--- config.mk ---
export PLATFORM = sky130hd
export DESIGN_NAME = asram_host
export DESIGN_NICKNAME = d
export VERILOG_FILES = /design/src/inc/asram_pkg.sv /design/src/hdl/asram_host.sv
export SDC_FILE = /design/constraint.sdc
export NUM_CORES = 1
export LEC_CHECK = 0
export BUFFER_PORTS_ARGS = -buffer_cell sky130_fd_sc_hd__buf_2
export CAP_MARGIN = 20
export CORE_UTILIZATION = 45
export DETAILED_ROUTE_END_ITERATION = 8
export GPL_TIMING_DRIVEN = 0
export PLACE_DENSITY_LB_ADDON = 0.3
export REMOVE_ABC_BUFFERS = 1
export SKIP_CTS_REPAIR_TIMING = 1
export SLEW_MARGIN = 0
export SYNTH_ARGS = -nofsm -noshare
export SYNTH_HDL_FRONTEND = slang
export SYNTH_SLANG_ARGS = --single-unit
--- constraint.sdc ---
create_clock -name clk -period 1.8 [get_ports clk]
set_input_delay 0.36 -clock clk [delete_from_list [all_inputs] [get_ports clk]]
set_output_delay 0.36 -clock clk [all_outputs]
set_load 0.05 [all_outputs]
--- src/inc/asram_pkg.sv ---
// Package with pin bundles, request types and timing constants of the memory host.
package asram_pkg;

    // ****************************************************************
    // Geometry
    // ****************************************************************
    localparam int WORDS = 1024;
    localparam int INDEX_W = 10;
    localparam int DATA_W = 4;

    // ****************************************************************
    // Timing, figures in picoseconds and derived cycle counts
    // ****************************************************************
    localparam int CLK_PERIOD_PS = 5000;
    localparam int INDEX_TO_OUTPUT_DELAY_PS = 2700;
    localparam int SELECT_TO_OUTPUT_DELAY_PS = 2000;
    localparam int DESELECT_TO_LOW_DELAY_PS = 2000;
    localparam int OUTPUT_KEEP_TIME_PS = 1000;
    localparam int WRITE_PULSE_MIN_PS = 2500;
    localparam int DATA_SETUP_TO_STROBE_RISE_PS = 2000;
    localparam int STROBE_RISE_HOLD_PS = 1000;
    localparam int WRITE_RECOVERY_DELAY_PS = 2700;

    // Least times round up, never below one cycle.
    function automatic int cycles_up(input int ps);
        int c;
        c = (ps + CLK_PERIOD_PS - 1) / CLK_PERIOD_PS;
        return (c < 1) ? 1 : c;
    endfunction

    localparam int ACCESS_PS = (INDEX_TO_OUTPUT_DELAY_PS > SELECT_TO_OUTPUT_DELAY_PS) ?
        INDEX_TO_OUTPUT_DELAY_PS : SELECT_TO_OUTPUT_DELAY_PS;
    localparam int ACCESS_CYCLES = cycles_up(ACCESS_PS);
    localparam int PULSE_CYCLES = cycles_up(WRITE_PULSE_MIN_PS);
    localparam int DATA_SETUP_CYCLES = cycles_up(DATA_SETUP_TO_STROBE_RISE_PS);
    localparam int HOLD_CYCLES = cycles_up(STROBE_RISE_HOLD_PS);
    localparam int SYNC_STAGES = 2;
    localparam int CNT_W = 4;

    // ****************************************************************
    // Reset values
    // ****************************************************************
    localparam logic RST_SELECT_N = 1'b1;
    localparam logic RST_STROBE_N = 1'b1;

    // ****************************************************************
    // Carriers
    // ****************************************************************
    typedef struct packed {
        logic [INDEX_W-1:0] word_index;
        logic [DATA_W-1:0] write_data_in;
        logic select_n;
        logic write_strobe_n;
    } asram_pins_t;

    typedef struct packed {
        logic write;
        logic [INDEX_W-1:0] index;
        logic [DATA_W-1:0] wdata;
    } asram_req_t;

    typedef struct packed {
        logic write;
        logic [DATA_W-1:0] rdata;
    } asram_rsp_t;

    typedef enum logic [2:0] {
        ST_IDLE,
        ST_SETUP,
        ST_STROBE,
        ST_HOLD,
        ST_READ
    } asram_state_t;

endpackage

--- src/hdl/asram_host.sv ---
// Host controller that runs reads and writes on the asynchronous 1K x 4 memory pins.
module asram_host #(
    parameter int INDEX_W = asram_pkg::INDEX_W, // Word index width.
    parameter int DATA_W = asram_pkg::DATA_W // Data width.
) (
    input wire logic clk, // 200 MHz clock.
    input wire logic arst_n, // Asynchronous reset, active low.
    input wire logic req_valid, // Request offered.
    input wire asram_pkg::asram_req_t req, // Request payload.
    output asram_pkg::asram_rsp_t rsp, // Answer payload.
    output logic rsp_valid, // One-cycle answer pulse.
    output logic req_ready, // Host can take a request.
    output asram_pkg::asram_pins_t pins, // Pins driven to the memory.
    input wire logic [DATA_W-1:0] read_data_out // Memory data outputs.
);

    // ****************************************************************
    // Input synchroniser
    // ****************************************************************
    logic [DATA_W-1:0] rd_sync1;
    logic [DATA_W-1:0] rd_sync2;

    always_ff @(posedge clk or negedge arst_n) begin
        if (!arst_n) begin
            rd_sync1 <= '0;
            rd_sync2 <= '0;
        end else begin
            rd_sync1 <= read_data_out;
            rd_sync2 <= rd_sync1;
        end
    end

    // ****************************************************************
    // Access sequencer
    // ****************************************************************
    asram_pkg::asram_state_t state;
    asram_pkg::asram_state_t next_state;
    asram_pkg::asram_pins_t next_pins;
    asram_pkg::asram_rsp_t next_rsp;
    logic next_rsp_valid;
    logic next_req_ready;
    logic [asram_pkg::CNT_W-1:0] cnt;
    logic [asram_pkg::CNT_W-1:0] next_cnt;
    logic op_write;
    logic next_op_write;

    localparam logic [asram_pkg::CNT_W-1:0] PULSE_LAST = asram_pkg::CNT_W'(
        ((asram_pkg::PULSE_CYCLES > asram_pkg::DATA_SETUP_CYCLES) ?
        asram_pkg::PULSE_CYCLES : asram_pkg::DATA_SETUP_CYCLES) - 1);
    localparam logic [asram_pkg::CNT_W-1:0] HOLD_LAST =
        asram_pkg::CNT_W'(asram_pkg::HOLD_CYCLES - 1);
    // The wait covers the slower of the select and index delays plus the synchroniser.
    localparam logic [asram_pkg::CNT_W-1:0] READ_LAST =
        asram_pkg::CNT_W'(asram_pkg::ACCESS_CYCLES + asram_pkg::SYNC_STAGES - 1);

    always_comb begin
        next_state = state;
        next_pins = pins;
        next_rsp = rsp;
        next_rsp_valid = 1'b0;
        next_cnt = cnt;
        next_op_write = op_write;
        case (state)
            asram_pkg::ST_IDLE: begin
                if (req_valid && req_ready) begin
                    // Index and select go out a full cycle before any strobe edge.
                    next_pins.word_index = req.index;
                    next_pins.write_data_in = req.wdata;
                    next_pins.select_n = 1'b0;
                    next_pins.write_strobe_n = 1'b1;
                    next_op_write = req.write;
                    if (req.write) begin
                        next_state = asram_pkg::ST_SETUP;
                    end else begin
                        next_cnt = READ_LAST;
                        next_state = asram_pkg::ST_READ;
                    end
                end
            end
            asram_pkg::ST_SETUP: begin
                next_pins.write_strobe_n = 1'b0;
                next_cnt = PULSE_LAST;
                next_state = asram_pkg::ST_STROBE;
            end
            asram_pkg::ST_STROBE: begin
                if (cnt == '0) begin
                    // Data has been stable since setup, well ahead of this rising edge.
                    next_pins.write_strobe_n = 1'b1;
                    next_cnt = HOLD_LAST;
                    next_state = asram_pkg::ST_HOLD;
                end else begin
                    next_cnt = cnt - 1'b1;
                end
            end
            asram_pkg::ST_HOLD: begin
                if (cnt == '0) begin
                    next_pins.select_n = 1'b1;
                    next_rsp.write = 1'b1;
                    next_rsp_valid = 1'b1;
                    next_state = asram_pkg::ST_IDLE;
                end else begin
                    next_cnt = cnt - 1'b1;
                end
            end
            asram_pkg::ST_READ: begin
                if (cnt == '0) begin
                    next_rsp.write = 1'b0;
                    next_rsp.rdata = rd_sync2;
                    next_rsp_valid = 1'b1;
                    next_pins.select_n = 1'b1;
                    next_state = asram_pkg::ST_IDLE;
                end else begin
                    next_cnt = cnt - 1'b1;
                end
            end
            default: begin
                next_pins.select_n = 1'b1;
                next_pins.write_strobe_n = 1'b1;
                next_state = asram_pkg::ST_IDLE;
            end
        endcase
        next_req_ready = (next_state == asram_pkg::ST_IDLE);
    end

    always_ff @(posedge clk or negedge arst_n) begin
        if (!arst_n) begin
            state <= asram_pkg::ST_IDLE;
            pins <= '{word_index: '0, write_data_in: '0,
                select_n: asram_pkg::RST_SELECT_N, write_strobe_n: asram_pkg::RST_STROBE_N};
            rsp <= '0;
            rsp_valid <= 1'b0;
            req_ready <= 1'b1;
            cnt <= '0;
            op_write <= 1'b0;
        end else begin
            state <= next_state;
            pins <= next_pins;
            rsp <= next_rsp;
            rsp_valid <= next_rsp_valid;
            req_ready <= next_req_ready;
            cnt <= next_cnt;
            op_write <= next_op_write;
        end
    end

    // ****************************************************************
    // Checks
    // ****************************************************************
    a_strobe_setup_ok: assert property (@(posedge clk) disable iff (!arst_n)
        $fell(pins.write_strobe_n) |-> !pins.select_n && !$past(pins.select_n)
            && $stable(pins.word_index))
        else $error("Index or select not settled before the strobe fell.");

    a_strobe_pulse_width: assert property (@(posedge clk) disable iff (!arst_n)
        $fell(pins.write_strobe_n) |=> $rose(pins.write_strobe_n))
        else $error("Write strobe pulse has the wrong width.");

    a_data_setup_ok: assert property (@(posedge clk) disable iff (!arst_n)
        $rose(pins.write_strobe_n) |-> $stable(pins.write_data_in)
            && $past(pins.write_data_in, 1) == $past(pins.write_data_in, 2))
        else $error("Write data moved too close to the strobe rise.");

    a_data_hold_ok: assert property (@(posedge clk) disable iff (!arst_n)
        $rose(pins.write_strobe_n) |=> $stable(pins.write_data_in))
        else $error("Write data changed right after the strobe rose.");

    a_index_hold_ok: assert property (@(posedge clk) disable iff (!arst_n)
        $rose(pins.write_strobe_n) |-> !pins.select_n && $stable(pins.word_index)
            ##1 $stable(pins.word_index))
        else $error("Index or select released too early after the write.");

    a_write_then_done: assert property (@(posedge clk) disable iff (!arst_n)
        $rose(pins.write_strobe_n) |=> rsp_valid && rsp.write && pins.select_n)
        else $error("Write answer missing after the strobe rose.");

    a_read_wait_len: assert property (@(posedge clk) disable iff (!arst_n)
        $fell(pins.select_n) && !op_write |-> !pins.select_n[*3]
            ##1 (pins.select_n && rsp_valid && !rsp.write))
        else $error("Read did not wait the access time plus synchroniser.");

    a_read_mode_pins: assert property (@(posedge clk) disable iff (!arst_n)
        rsp_valid && !rsp.write |-> !$past(pins.select_n) && $past(pins.write_strobe_n)
            && $past(pins.write_strobe_n, 3))
        else $error("Read answered without a select-low strobe-high cycle.");

    a_index_steady_access: assert property (@(posedge clk) disable iff (!arst_n)
        !pins.select_n && !$fell(pins.select_n)
            |-> $stable(pins.word_index))
        else $error("Index moved during an open access.");

    a_strobe_needs_select: assert property (@(posedge clk) disable iff (!arst_n)
        !pins.write_strobe_n
            |-> !pins.select_n && !$fell(pins.select_n))
        else $error("Strobe low without select settled a cycle earlier.");

    a_data_settled_fall: assert property (@(posedge clk) disable iff (!arst_n)
        $fell(pins.write_strobe_n)
            |-> $stable(pins.write_data_in))
        else $error("Write data moved at the strobe fall.");

    a_answer_pins_idle: assert property (@(posedge clk) disable iff (!arst_n)
        rsp_valid
            |-> pins.select_n && pins.write_strobe_n)
        else $error("Answer given while the access was still open.");

endmodule

Word level (Yosys, flattened, before mapping)
Cells that the tools add are included.
{ "word_totals": {"wordCells": 58, "in_bits": 22, "regBits": 38, "out_inout_bits": 23} }
{ "classes": {"reduce_logical": 14, "n_bitwise": 2, "n_addsub": 1, "n_eq_ne": 11, "n_mux": 18} }
{ "op_table": {"columns": ["operator", "n"], "rows": [
  ["2-to-1 mux 4 bit", 4],
  ["case mux 4 bit (4 select lines)", 1],
  ["2-to-1 mux 3 bit", 4],
  ["inequality test 2 bit (second input constant)", 6],
  ["case mux 3 bit (4 select lines)", 1],
  ["AND reduction 3 bit", 3],
  ["equality test 3 x 2 -> 1 bit (second input constant)", 2],
  ["logical NOT 3 bit", 2],
  ["2-to-1 mux 5 bit", 1],
  ["logical NOT 4 bit", 1],
  ["case mux 1 bit (4 select lines)", 1],
  ["AND reduction 2 bit", 2],
  ["AND reduction 4 bit", 1],
  ["nonzero test 4 bit", 1],
  ["OR reduction 2 bit", 2],
  ["subtractor 4 x 1 -> 4 bit (second input constant)", 1],
  ["equality test 3 x 1 -> 1 bit (second input constant)", 1],
  ["equality test 3 bit (second input constant)", 1],
  ["2-to-1 mux 1 bit", 3],
  ["case mux 1 bit (3 select lines)", 1],
  ["2-to-1 mux 2 bit", 1],
  ["inequality test 2 x 1 -> 1 bit (second input constant)", 1],
  ["NOT 1 bit", 2],
  ["case mux 1 bit (2 select lines)", 1],
  ["other kinds (2)", 2]
]} }

Longest topological paths before layout
Gate-level depths: netlist (run 1).
{ "logic_depth": {"depth_word": 4, "depth_mapped": 7, "ltp_nobuf": 6} }

Worst setup path before layout (run 1)
OpenSTA, ideal clock, no wires.
{ "synth_timing": {"kind": "register to register", "start": "reg req_ready", "end": "reg pins[10] (netlist bit)", "t_required_ps": 1672, "n_path_buf": 2, "setup_ps": 128, "setup_slack_ps": 92, "stages_incl_launch_ff": 6, "synth_period_minus_slack_ps": 1708, "t_arrival_ps": 1580, "cell_sequence": "dfstp_2 nand2_1 nor2b_1 buf_2 buf_4 mux2_1"} }
{ "synth_via": {"elab_chain_cells": 2} }
{ "synth_rtl": {"columns": ["item", "line_no", "text"], "rows": [
  ["from (decl)", "asram_host.sv:12", "output logic req_ready,"],
  ["from (signal assigned)", "asram_host.sv:140", "req_ready <= next_req_ready;"],
  ["logical AND 1 bit", "asram_host.sv:65", "if (req_valid && req_ready) begin"],
  ["AND reduction 2 bit (no line)", null, null],
  ["to (signal assigned)", "asram_host.sv:128", "pins <= '{word_index: '0, write_data_in: '0,"],
  ["to (signal assigned)", "asram_host.sv:137", "pins <= next_pins;"],
  ["to (decl)", "asram_host.sv:13", "output asram_pkg::asram_pins_t pins,"]
]} }
Every way passes these cells.
A chain may end at the register's enable or synchronous reset.

Worst setup path in the final report (run 1)
{ "layout_timing": {"start": "reg cnt[0] (netlist bit)", "end": "reg cnt[0] (netlist bit)"} }
{ "layout_via": {"elab_chain_cells": 3, "elab_cells_between_ends": 7, "cone_classes": "add/sub: 1; eq/ne: 1; mux: 3; reduce/logical: 2"} }
{ "layout_rtl": {"columns": ["item", "line_no", "text"], "rows": [
  ["from (decl)", "asram_host.sv:42", "logic [asram_pkg::CNT_W-1:0] cnt;"],
  ["from (signal assigned)", "asram_host.sv:141", "cnt <= next_cnt;"],
  ["subtractor 4 x 1 -> 4 bit / logical NOT 4 bit (equally long branches)", null, null],
  ["2-to-1 mux 4 bit (tied with other cells)", "asram_host.sv:96, asram_host.sv:106", null],
  ["case mux 4 bit (4 select lines) / AND reduction 4 bit (equally long branches)", null, null]
]} }
Several ways; a longest one is shown, not always the timed one. The select of a mux whose other input is x is not followed.

==> flow_metrics.py, run 1 <==
metrics = {
    "outcome": {
        "status": "completed",
    },
    "timing": {
        "period_share": 0.990,
        "final_hold_viol_count": 0,
        "rsz0062_at_grt": "yes",
        "fin_skew_ns": 0.00868,
        "setup_violations": 0,
        "min_period_ns": 1.78,
        "slew_violations": 0,
        "max_slew_margin": 0.464,
        "max_freq_ghz": 0.561,
        "timing.hold.ws_ns": 0.0886,
        "tightest_slew_ns": 0.804,
    },
    "final_layout": {
        "fin_cells": 215,
        "seq_area_um2": 957,
        "n_antenna_cell": 0,
        "nFillCells": 282,
        "syn2layout_area_growth_pct": 22.7,
        "multi_input_area_um2": 593,
        "nets": 192,
        "postLayoutCoreUtil": 0.578,
        "final_layout_size_suffix_gt1_frac": 0.473,
    },
    "routing": {
        "vias": 1112,
        "drc": 0,
        "drtIter0Drc": 39,
        "antenna_left": 0,
        "drt-vias-per-instance": 5.17,
        "wl_per_cell_um": 13.3,
        "firstDrtPassIters": 4,
        "finalWirelength_um": 2870,
    },
    "placed_design": {
        "dp.cells": 205,
        "portBuffers": 44,
        "hpwl_um": 1980,
        "routabilityCongestion": 0.806,
    },
    "cts": {
        "htreeDepth": 2,
        "clkLatencyLatePin_ns": 0.34,
        "clockBufferDepth": 2,
        "cts_tree": "done",
        "cts.sinks": 38,
        "clkTransAtPathRegs_ns": 0.11,
        "cts_root_buffer": "clkbuf_4",
        "cts_made_buffers": 5,
    },
    "synth": {
        "synthArstFlopShare": 1.00,
        "ys_ff_latch": 38,
        "yosysMostFrequentCell": "dfrtp_1",
        "muxShareOfSynthArea": 0.136,
        "synth_top_family_by_area": "multiplexers",
        "synth_simple_gate_area_frac": 0.100,
        "synth-edff-count": 0,
        "avgSynthCellArea_um2": 13.1,
        "synth_xor_area_frac": 0.00557,
        "syn_area_um2": 1570,
        "yosys-top-cells-count": "dfrtp_1, mux2_2, mux2_1",
        "syn_inst": 120,
        "synth_top_area_cell": "dfrtp_1",
        "yosys-top-cells-area": "dfrtp_1, mux2_2, mux2_1, dfstp_2, ha_1",
        "synth_cell_types": 37,
        "synth_fa_ha_area_frac": 0.0159,
        "ys_seq_area_frac": 0.607,
        "yosys.area.top_type_share": 0.557,
        "synth_compound_area_frac": 0.100,
        "ys.flop_type": "dfrtp_1",
        "yosysWarnings": 0,
    },
    "setup_path": {
        "cp.arrival_ns": 2.01,
        "endpoint_kind": "flip-flop",
        "worstPathMaxFanout": 5,
        "worst-setup-path-type": "reg -> reg",
        "required_ns": 2.02,
        "cp-start-kind": "flip-flop",
    },
    "global_routing": {
        "grt_antenna_before_repair": 0,
        "grt_max_degree": 39,
        "grt_use_total": 0.173,
        "first_global_vias": 1099,
        "overflow": 0,
        "grt_pass1_wl_um": 4640,
    },
    "floorplan": {
        "dieArea_um2": 3740,
        "ios": 45,
        "coreArea_um2": 3340,
        "die_w_um": 61.1,
        "die_h_um": 61.1,
        "initial_core_util": 0.471,
        "num_rows": 21,
    },
    "power_and_ir_drop": {
        "ir_worst_vdd_uv": 1070,
        "powerDensity_nw_per_um2": 2000,
        "power.leakage_nw": 0.908,
        "totalPowerFinal_w": 0.00387,
    },
    "min_path": {
        "min_path_type": "in -> async",
    },
    "run": {
        "max-cap-violations": 0,
    },
}
through the flow:
stage	instance area [µm²]	setup slack, ns	TNS [ns]
3_5_place_dp	1820	-0.193	-2.06
6_report	1930	0.0179	0
2_1_floorplan	1540	-0.290	-3.80
3_3_place_gp	1810	-0.538	-7.41
4_1_cts	1880	-0.213	-2.36
5_1_grt	1930	-0.0564	-0.137
registers in the layout (all words and copies together) (netlist names):
name	count
pins	16
req_ready	1
cnt	4
rd_sync2	4
rd_sync1	4
rsp	5
state	3
rsp_valid	1
final timing paths:
check	from	endpoint	slack (ns)	depth (start not counted)
min in group clk	read_data_out[0]	rd_sync1[0]	0.13	1
hold reg to reg	rd_sync1[3]	rd_sync2[3]	0.35	0
hold / removal	arst_n	rsp[4]	0.09	1
max in group asynchronous	arst_n	state[0]	1.15	1
setup / recovery	cnt[0]	cnt[0]	0.02	6
setup reg to reg	cnt[0]	cnt[0]	0.02	6
critical path, cell delays in order, from the launching register on:
cell and delay [ns]:
dfrtp_1 0.42, inv_2 0.09, ha_4 0.14, or4b_4 0.50
a22oi_4 0.22, nor2_1 0.06, mux2_2 0.26
logic make-up after synthesis:
family                     Yosys count
AOI/OAI and AO/OA                   21
DFF                                 38
buffers and inverters               11
and+or+nand+nor                     28
xor gates and xnor gates             1
adders and majority gates            2
muxes                               19
report_power, final:
group          internal [W]  total, W  leakage [nW]  switching [W]
sequential          0.00119   0.00142         0.451       0.000234
clock              0.000189  0.000450        0.0353       0.000260
combinational      0.000640   0.00199         0.422        0.00135
total               0.00202   0.00387         0.908        0.00185
cell usage in the layout, fill, tap and decap left out, types with 4 or more instances in the layout:
cell / count
buf_2: 44
mux2_1: 9
a21oi_1: 4
clkbuf_4: 5
nor2_1: 6
mux2_2: 10
nand2_1: 5
o21ai_1: 4
dfrtp_1: 33
final cells by class:
class / instances / share of cell area
clock buffers: 7 / 0.0285
clock inverters: 1 / 0.00259
inverters: 5 / 0.00973
multi-input cells: 71 / 0.307
flip-flops and latches: 38 / 0.496
well taps: 46 / 0.0298
repair buffers: 47 / 0.126
metal layers:
layer  part of all wire  vias up  track usage
li1                   -      524            -
met1               0.42      548        0.216
met2               0.50       32        0.256
met3              0.053        8       0.0693
met4              0.021        0        0.101
met5                  0        -            0
(Power assumes the default switching activity.)
==> run 2, diff against run 1 <==
- CORE_ASPECT_RATIO: default -> 0.6
- CORE_UTILIZATION: 45 -> 53
- CTS_BUF_LIST: default -> sky130_fd_sc_hd__clkbuf_8
- clock period: 1.8 -> 1.95 ns (I/O delays scaled with it)
==> run 2 against run 1 <==
Power fell by 6.1%; clock skew is essentially flat; cell count decreased by 3.7%; global-route usage is 3.9 points higher; die area fell by 14%; sequential power down 8%; maximum frequency is 3.1% lower; wire length up 3.4%; setup slack improved by 0.092 ns; hold slack better by 0.097 ns; flip-flop and latch count unchanged; critical path depth did not move; highest routed layer unchanged.
==> flow_metrics.py, run 2 (synthesis results as in run 1) <==
metrics = {
    "setup_path": {
        "worst-setup-path-type": "reg -> reg",
        "path_cells": "inv_1 > ha_1 > or4b_4 > a22oi_4 > nor2_1 > mux2_2",
        "cpPeakStageDelay_ns": 0.52,
        "crit_family": "simple AND/OR/NAND/NOR gates",
        "endpoint_kind": "flip-flop",
        "cp.arrival_ns": 2.00,
        "required_ns": 2.12,
        "worstPathMaxFanout": 5,
        "cp-start-kind": "flip-flop",
        "crit_buf_inv": 1,
        "cp_slowest_cell": "or4b_4",
    },
    "final_layout": {
        "nFillCells": 186,
        "final_common_cell": "buf_2",
        "largest_register": "pins",
        "reg_top3": "pins x16, rsp x5",
        "syn2layout_area_growth_pct": 22.3,
        "multi_input_area_um2": 576,
        "nets": 190,
        "final_cell_mix": "buf_2, dfrtp_1, mux2_2",
        "seq_area_um2": 956,
        "n_antenna_cell": 0,
        "largest_reg_flops": 16,
        "final_layout_size_suffix_gt1_frac": 0.437,
    },
    "cts": {
        "cts_made_buffers": 5,
        "cts_tree": "done",
        "clkTransAtPathRegs_ns": 0.07,
        "clockBufferDepth": 2,
        "cts.sinks": 38,
        "htreeDepth": 2,
        "clkLatencyLatePin_ns": 0.29,
        "cts_root_buffer": "clkbuf_8",
    },
    "placed_design": {
        "place_ws_ns": -0.244,
        "routabilityCongestion": 0.843,
        "hpwl_um": 2160,
        "portBuffers": 44,
    },
    "timing": {
        "min_period_ns": 1.84,
        "timing.hold.ws_ns": 0.186,
        "final_hold_viol_count": 0,
        "rsz0062_at_grt": "no",
        "setup_violations": 0,
        "fin_skew_ns": 0.00826,
        "slew_violations": 0,
        "tightest_slew_ns": 0.802,
        "fin_ws_ns": 0.110,
        "max_slew_margin": 0.465,
        "max_freq_ghz": 0.544,
        "period_share": 0.943,
    },
    "power_and_ir_drop": {
        "power.leakage_nw": 0.918,
        "powerDensity_nw_per_um2": 1890,
        "ir_worst_vdd_uv": 976,
    },
    "routing": {
        "vias": 1102,
        "antenna_left": 0,
        "wl_per_cell_um": 14.3,
        "firstDrtPassIters": 4,
        "drt-vias-per-instance": 5.32,
        "finalWirelength_um": 2970,
        "drc": 0,
        "drtIter0Drc": 39,
    },
    "global_routing": {
        "first_global_vias": 1035,
        "grt_antenna_before_repair": 0,
        "grt_max_degree": 39,
        "grt_pass1_wl_um": 4810,
        "grt_use_total": 0.213,
        "overflow": 0,
    },
    "floorplan": {
        "initial_core_util": 0.591,
        "coreArea_um2": 2660,
        "die_w_um": 72.3,
        "ios": 45,
        "dieArea_um2": 3200,
        "die_h_um": 44.2,
        "num_rows": 14,
    },
    "min_path": {
        "min_path_type": "in -> async",
    },
    "outcome": {
        "status": "completed",
    },
    "run": {
        "max-cap-violations": 0,
    },
}
==> run 2: changes by cell type in the layout (fill, tap and decap cells not counted), sizes merged <==
cell    before  now
clkbuf       7    6
buf         47   45
inv          5    6
==> run 2: worst paths after layout <==
path | from | end | slack (ns) | cells after the start
worst max register to register | cnt[0] | cnt[0] | 0.11 | 6
min in group clk | read_data_out[3] | rd_sync1[3] | 0.21 | 1
worst min-delay path | arst_n | cnt[3] | 0.19 | 1
max in group asynchronous | arst_n | state[2] | 1.20 | 1
worst min register to register | rd_sync1[2] | rd_sync2[2] | 0.35 | 0
worst max-delay path | cnt[0] | cnt[0] | 0.11 | 6
==> run 2: layer usage <==
metal  vias up  wire (µm)  global-route usage
met4         0         62               0.102
li1        523          -                   -
met5         -          0                   0
met3         9        229              0.0683
met1       519       1290               0.268
met2        51       1390               0.342
==> run 2: area by class of cell <==
class                      count  share of cell area
multi-input combinational     71               0.299
sequential                    38               0.497
tap                           40              0.0260
clock buffer                   6              0.0429
inverter                       5             0.00976
timing repair buffer          45               0.120
clock inverter                 2             0.00455
==> run 2: where the power goes <==
part	switching [W]	internal (W)
sequential	0.000206	0.00110
clock	0.000252	0.000280
combinational	0.00124	0.000559
==> run 2: stage by stage <==
stage | instance area, µm² | util | setup TNS, ns | cells | total power [W]
after floorplan | 1540 | - | -1.70 | 114 | 0.00267
after global placement | 1810 | 0.679 | -5.41 | 198 | 0.00302
after detailed placement | 1820 | 0.683 | -2.05 | 199 | 0.00310
after CTS | 1910 | 0.717 | -2.12 | 207 | 0.00364
after global routing | 1920 | 0.722 | 0 | 207 | 0.00384
final | 1920 | 0.722 | 0 | 207 | 0.00363
==> run 3, diff against run 2 <==
- CTS_BUF_LIST: sky130_fd_sc_hd__clkbuf_8 -> sky130_fd_sc_hd__clkbuf_2 sky130_fd_sc_hd__clkbuf_4 sky130_fd_sc_hd__clkbuf_8
==> run 3 against run 2 <==
Non-clock buffer count did not move; critical path depth unchanged; via count unchanged; clock power rose by 4%; count of clock-buffer cells in the layout grew 1; critical path type unchanged.
==> flow_metrics.py, run 3 (synthesis results as in run 1) <==
metrics = {
    "floorplan": {
        "dieArea_um2": 3200,
        "die_w_um": 72.3,
        "coreArea_um2": 2660,
        "die_h_um": 44.2,
        "initial_core_util": 0.591,
        "num_rows": 14,
        "ios": 45,
    },
    "final_layout": {
        "nFillCells": 186,
        "multi_input_area_um2": 576,
        "design_area_um2": 1930,
        "n_antenna_cell": 0,
        "seq_area_um2": 956,
        "final_common_cell": "buf_2",
        "nets": 190,
        "final_layout_size_suffix_gt1_frac": 0.443,
        "final_cell_mix": "buf_2, dfrtp_1, mux2_2",
        "largest_register": "pins",
        "reg_top3": "pins x16, rsp x5",
        "postLayoutCoreUtil": 0.724,
        "syn2layout_area_growth_pct": 22.5,
        "fin_cells": 207,
        "largest_reg_flops": 16,
    },
    "routing": {
        "drt-vias-per-instance": 5.32,
        "antenna_left": 0,
        "drtIter0Drc": 39,
        "drc": 0,
        "vias": 1102,
        "firstDrtPassIters": 4,
        "finalWirelength_um": 2970,
        "wl_per_cell_um": 14.3,
    },
    "global_routing": {
        "grt_pass1_wl_um": 4810,
        "grt_use_total": 0.213,
        "overflow": 0,
        "first_global_vias": 1035,
        "grt_max_degree": 39,
        "grt_antenna_before_repair": 0,
    },
    "setup_path": {
        "reg2reg_depth": 6,
        "required_ns": 2.12,
        "cp_slowest_cell": "or4b_4",
        "worstPathMaxFanout": 5,
        "cpPeakStageDelay_ns": 0.52,
        "crit_family": "simple AND/OR/NAND/NOR gates",
        "cp.arrival_ns": 2.00,
        "reg2reg_to": "cnt[0]",
        "worst-setup-path-type": "reg -> reg",
        "r2r_start": "cnt[0]",
        "crit_buf_inv": 1,
        "cp-start-kind": "flip-flop",
        "path_cells": "inv_1 > ha_1 > or4b_4 > a22oi_4 > nor2_1 > mux2_2",
        "r2r_slack_ns": 0.11,
        "endpoint_kind": "flip-flop",
    },
    "timing": {
        "max_freq_ghz": 0.544,
        "slew_violations": 0,
        "period_share": 0.943,
        "setup-tns-final_ns": 0,
        "final_hold_viol_count": 0,
        "fin_ws_ns": 0.110,
        "min_period_ns": 1.84,
        "max_slew_margin": 0.465,
        "rsz0062_at_grt": "no",
        "tightest_slew_ns": 0.802,
        "setup_violations": 0,
        "fin_skew_ns": 0.00804,
    },
    "cts": {
        "htreeDepth": 2,
        "clockBufferDepth": 2,
        "clkLatencyLatePin_ns": 0.29,
        "cts_tree": "done",
        "cts.sinks": 38,
        "clkTransAtPathRegs_ns": 0.07,
        "cts_made_buffers": 5,
        "cts_root_buffer": "clkbuf_8",
    },
    "placed_design": {
        "place_area_um2": 1820,
        "place_ws_ns": -0.244,
        "routabilityCongestion": 0.843,
        "dp.cells": 199,
        "hpwl_um": 2160,
        "portBuffers": 44,
    },
    "power_and_ir_drop": {
        "ir_worst_vdd_uv": 977,
        "sw_frac_of_total": 0.464,
        "power.internal_w": 0.00195,
        "pwr-share-clk": 0.151,
        "powerDensity_nw_per_um2": 1890,
        "p_switching_w": 0.00170,
        "comb_power_share": 0.492,
        "power.leakage_nw": 0.918,
        "seq_power_share": 0.357,
    },
    "outcome": {
        "status": "completed",
    },
    "run": {
        "max-cap-violations": 0,
    },
    "min_path": {
        "min_path_type": "in -> async",
    },
}
## run 3: changes by cell type in the layout (fill, tap and decap cells not counted), sizes merged
cell,previous run,this run
inv,6,5
clkbuf,6,7
## run 3: routing by layer
metal  wire length [µm]  vias to the layer above  share of wire  global-route usage
met3                229                        9          0.077              0.0683
li1                   -                      523              -                   -
met5                  0                        -              0                   0
met4                 62                        0          0.021               0.102
met2               1390                       51           0.47               0.342
met1               1290                      519           0.43               0.268
## run 3: worst reg2reg max path, delay by kind of cell, from the launching register on
kind                     cells  cell delay (ns)
flip-flops                   1             0.40
AND/OR/NAND/NOR              2             0.58
buffers and inverters        1             0.09
adder cells (fa/ha/maj)      1             0.21
AO/OA/AOI/OAI                1             0.19
multiplexers                 1             0.26
## run 3: area by class of cell
| cell class | count | area share |
|---|---|---|
| inverters | 5 | 0.00974 |
| flip-flops and latches | 38 | 0.496 |
| well taps | 40 | 0.0260 |
| clock buffers | 7 | 0.0468 |
| multi-input cells | 71 | 0.299 |
| repair buffers | 45 | 0.120 |
| clock inverters | 1 | 0.00260 |
## run 3: power by group through the flow
stage | registers, W | logic, W | clock network (W)
3_3_place_gp | 0.00129 | 0.00173 | 0
6_report | 0.00130 | 0.00180 | 0.000551
4_1_cts | 0.00130 | 0.00179 | 0.000569
3_5_place_dp | 0.00132 | 0.00179 | 0
5_1_grt | 0.00135 | 0.00191 | 0.000599
2_1_floorplan | 0.00207 | 0.000606 | 0
## run 3: stage by stage
stage / hold WS, ns / power, W
floorplan: 0.0944 / 0.00267
CTS: 0.202 / 0.00366
global route: 0.194 / 0.00386
finish: 0.186 / 0.00365
global placement: 0.332 / 0.00302
detailed placement: 0.336 / 0.00310
## run 3: worst max-delay path by stage
| stage | from | end | slack, ns | cells past startpoint |
|---|---|---|---|---|
| 6_report | cnt[0] | cnt[0] | 0.11 | 6 |
| 5_1_grt | cnt[0] | req_ready | 0.02 | 6 |
| 4_1_cts | state[2] | pins[3] | -0.25 | 4 |
| 3_5_place_dp | state[2] | pins[3] | -0.24 | 4 |
| 3_3_place_gp | state[2] | pins[3] | -0.40 | 3 |
| 2_1_floorplan | req_ready | pins[15] | -0.14 | 3 |
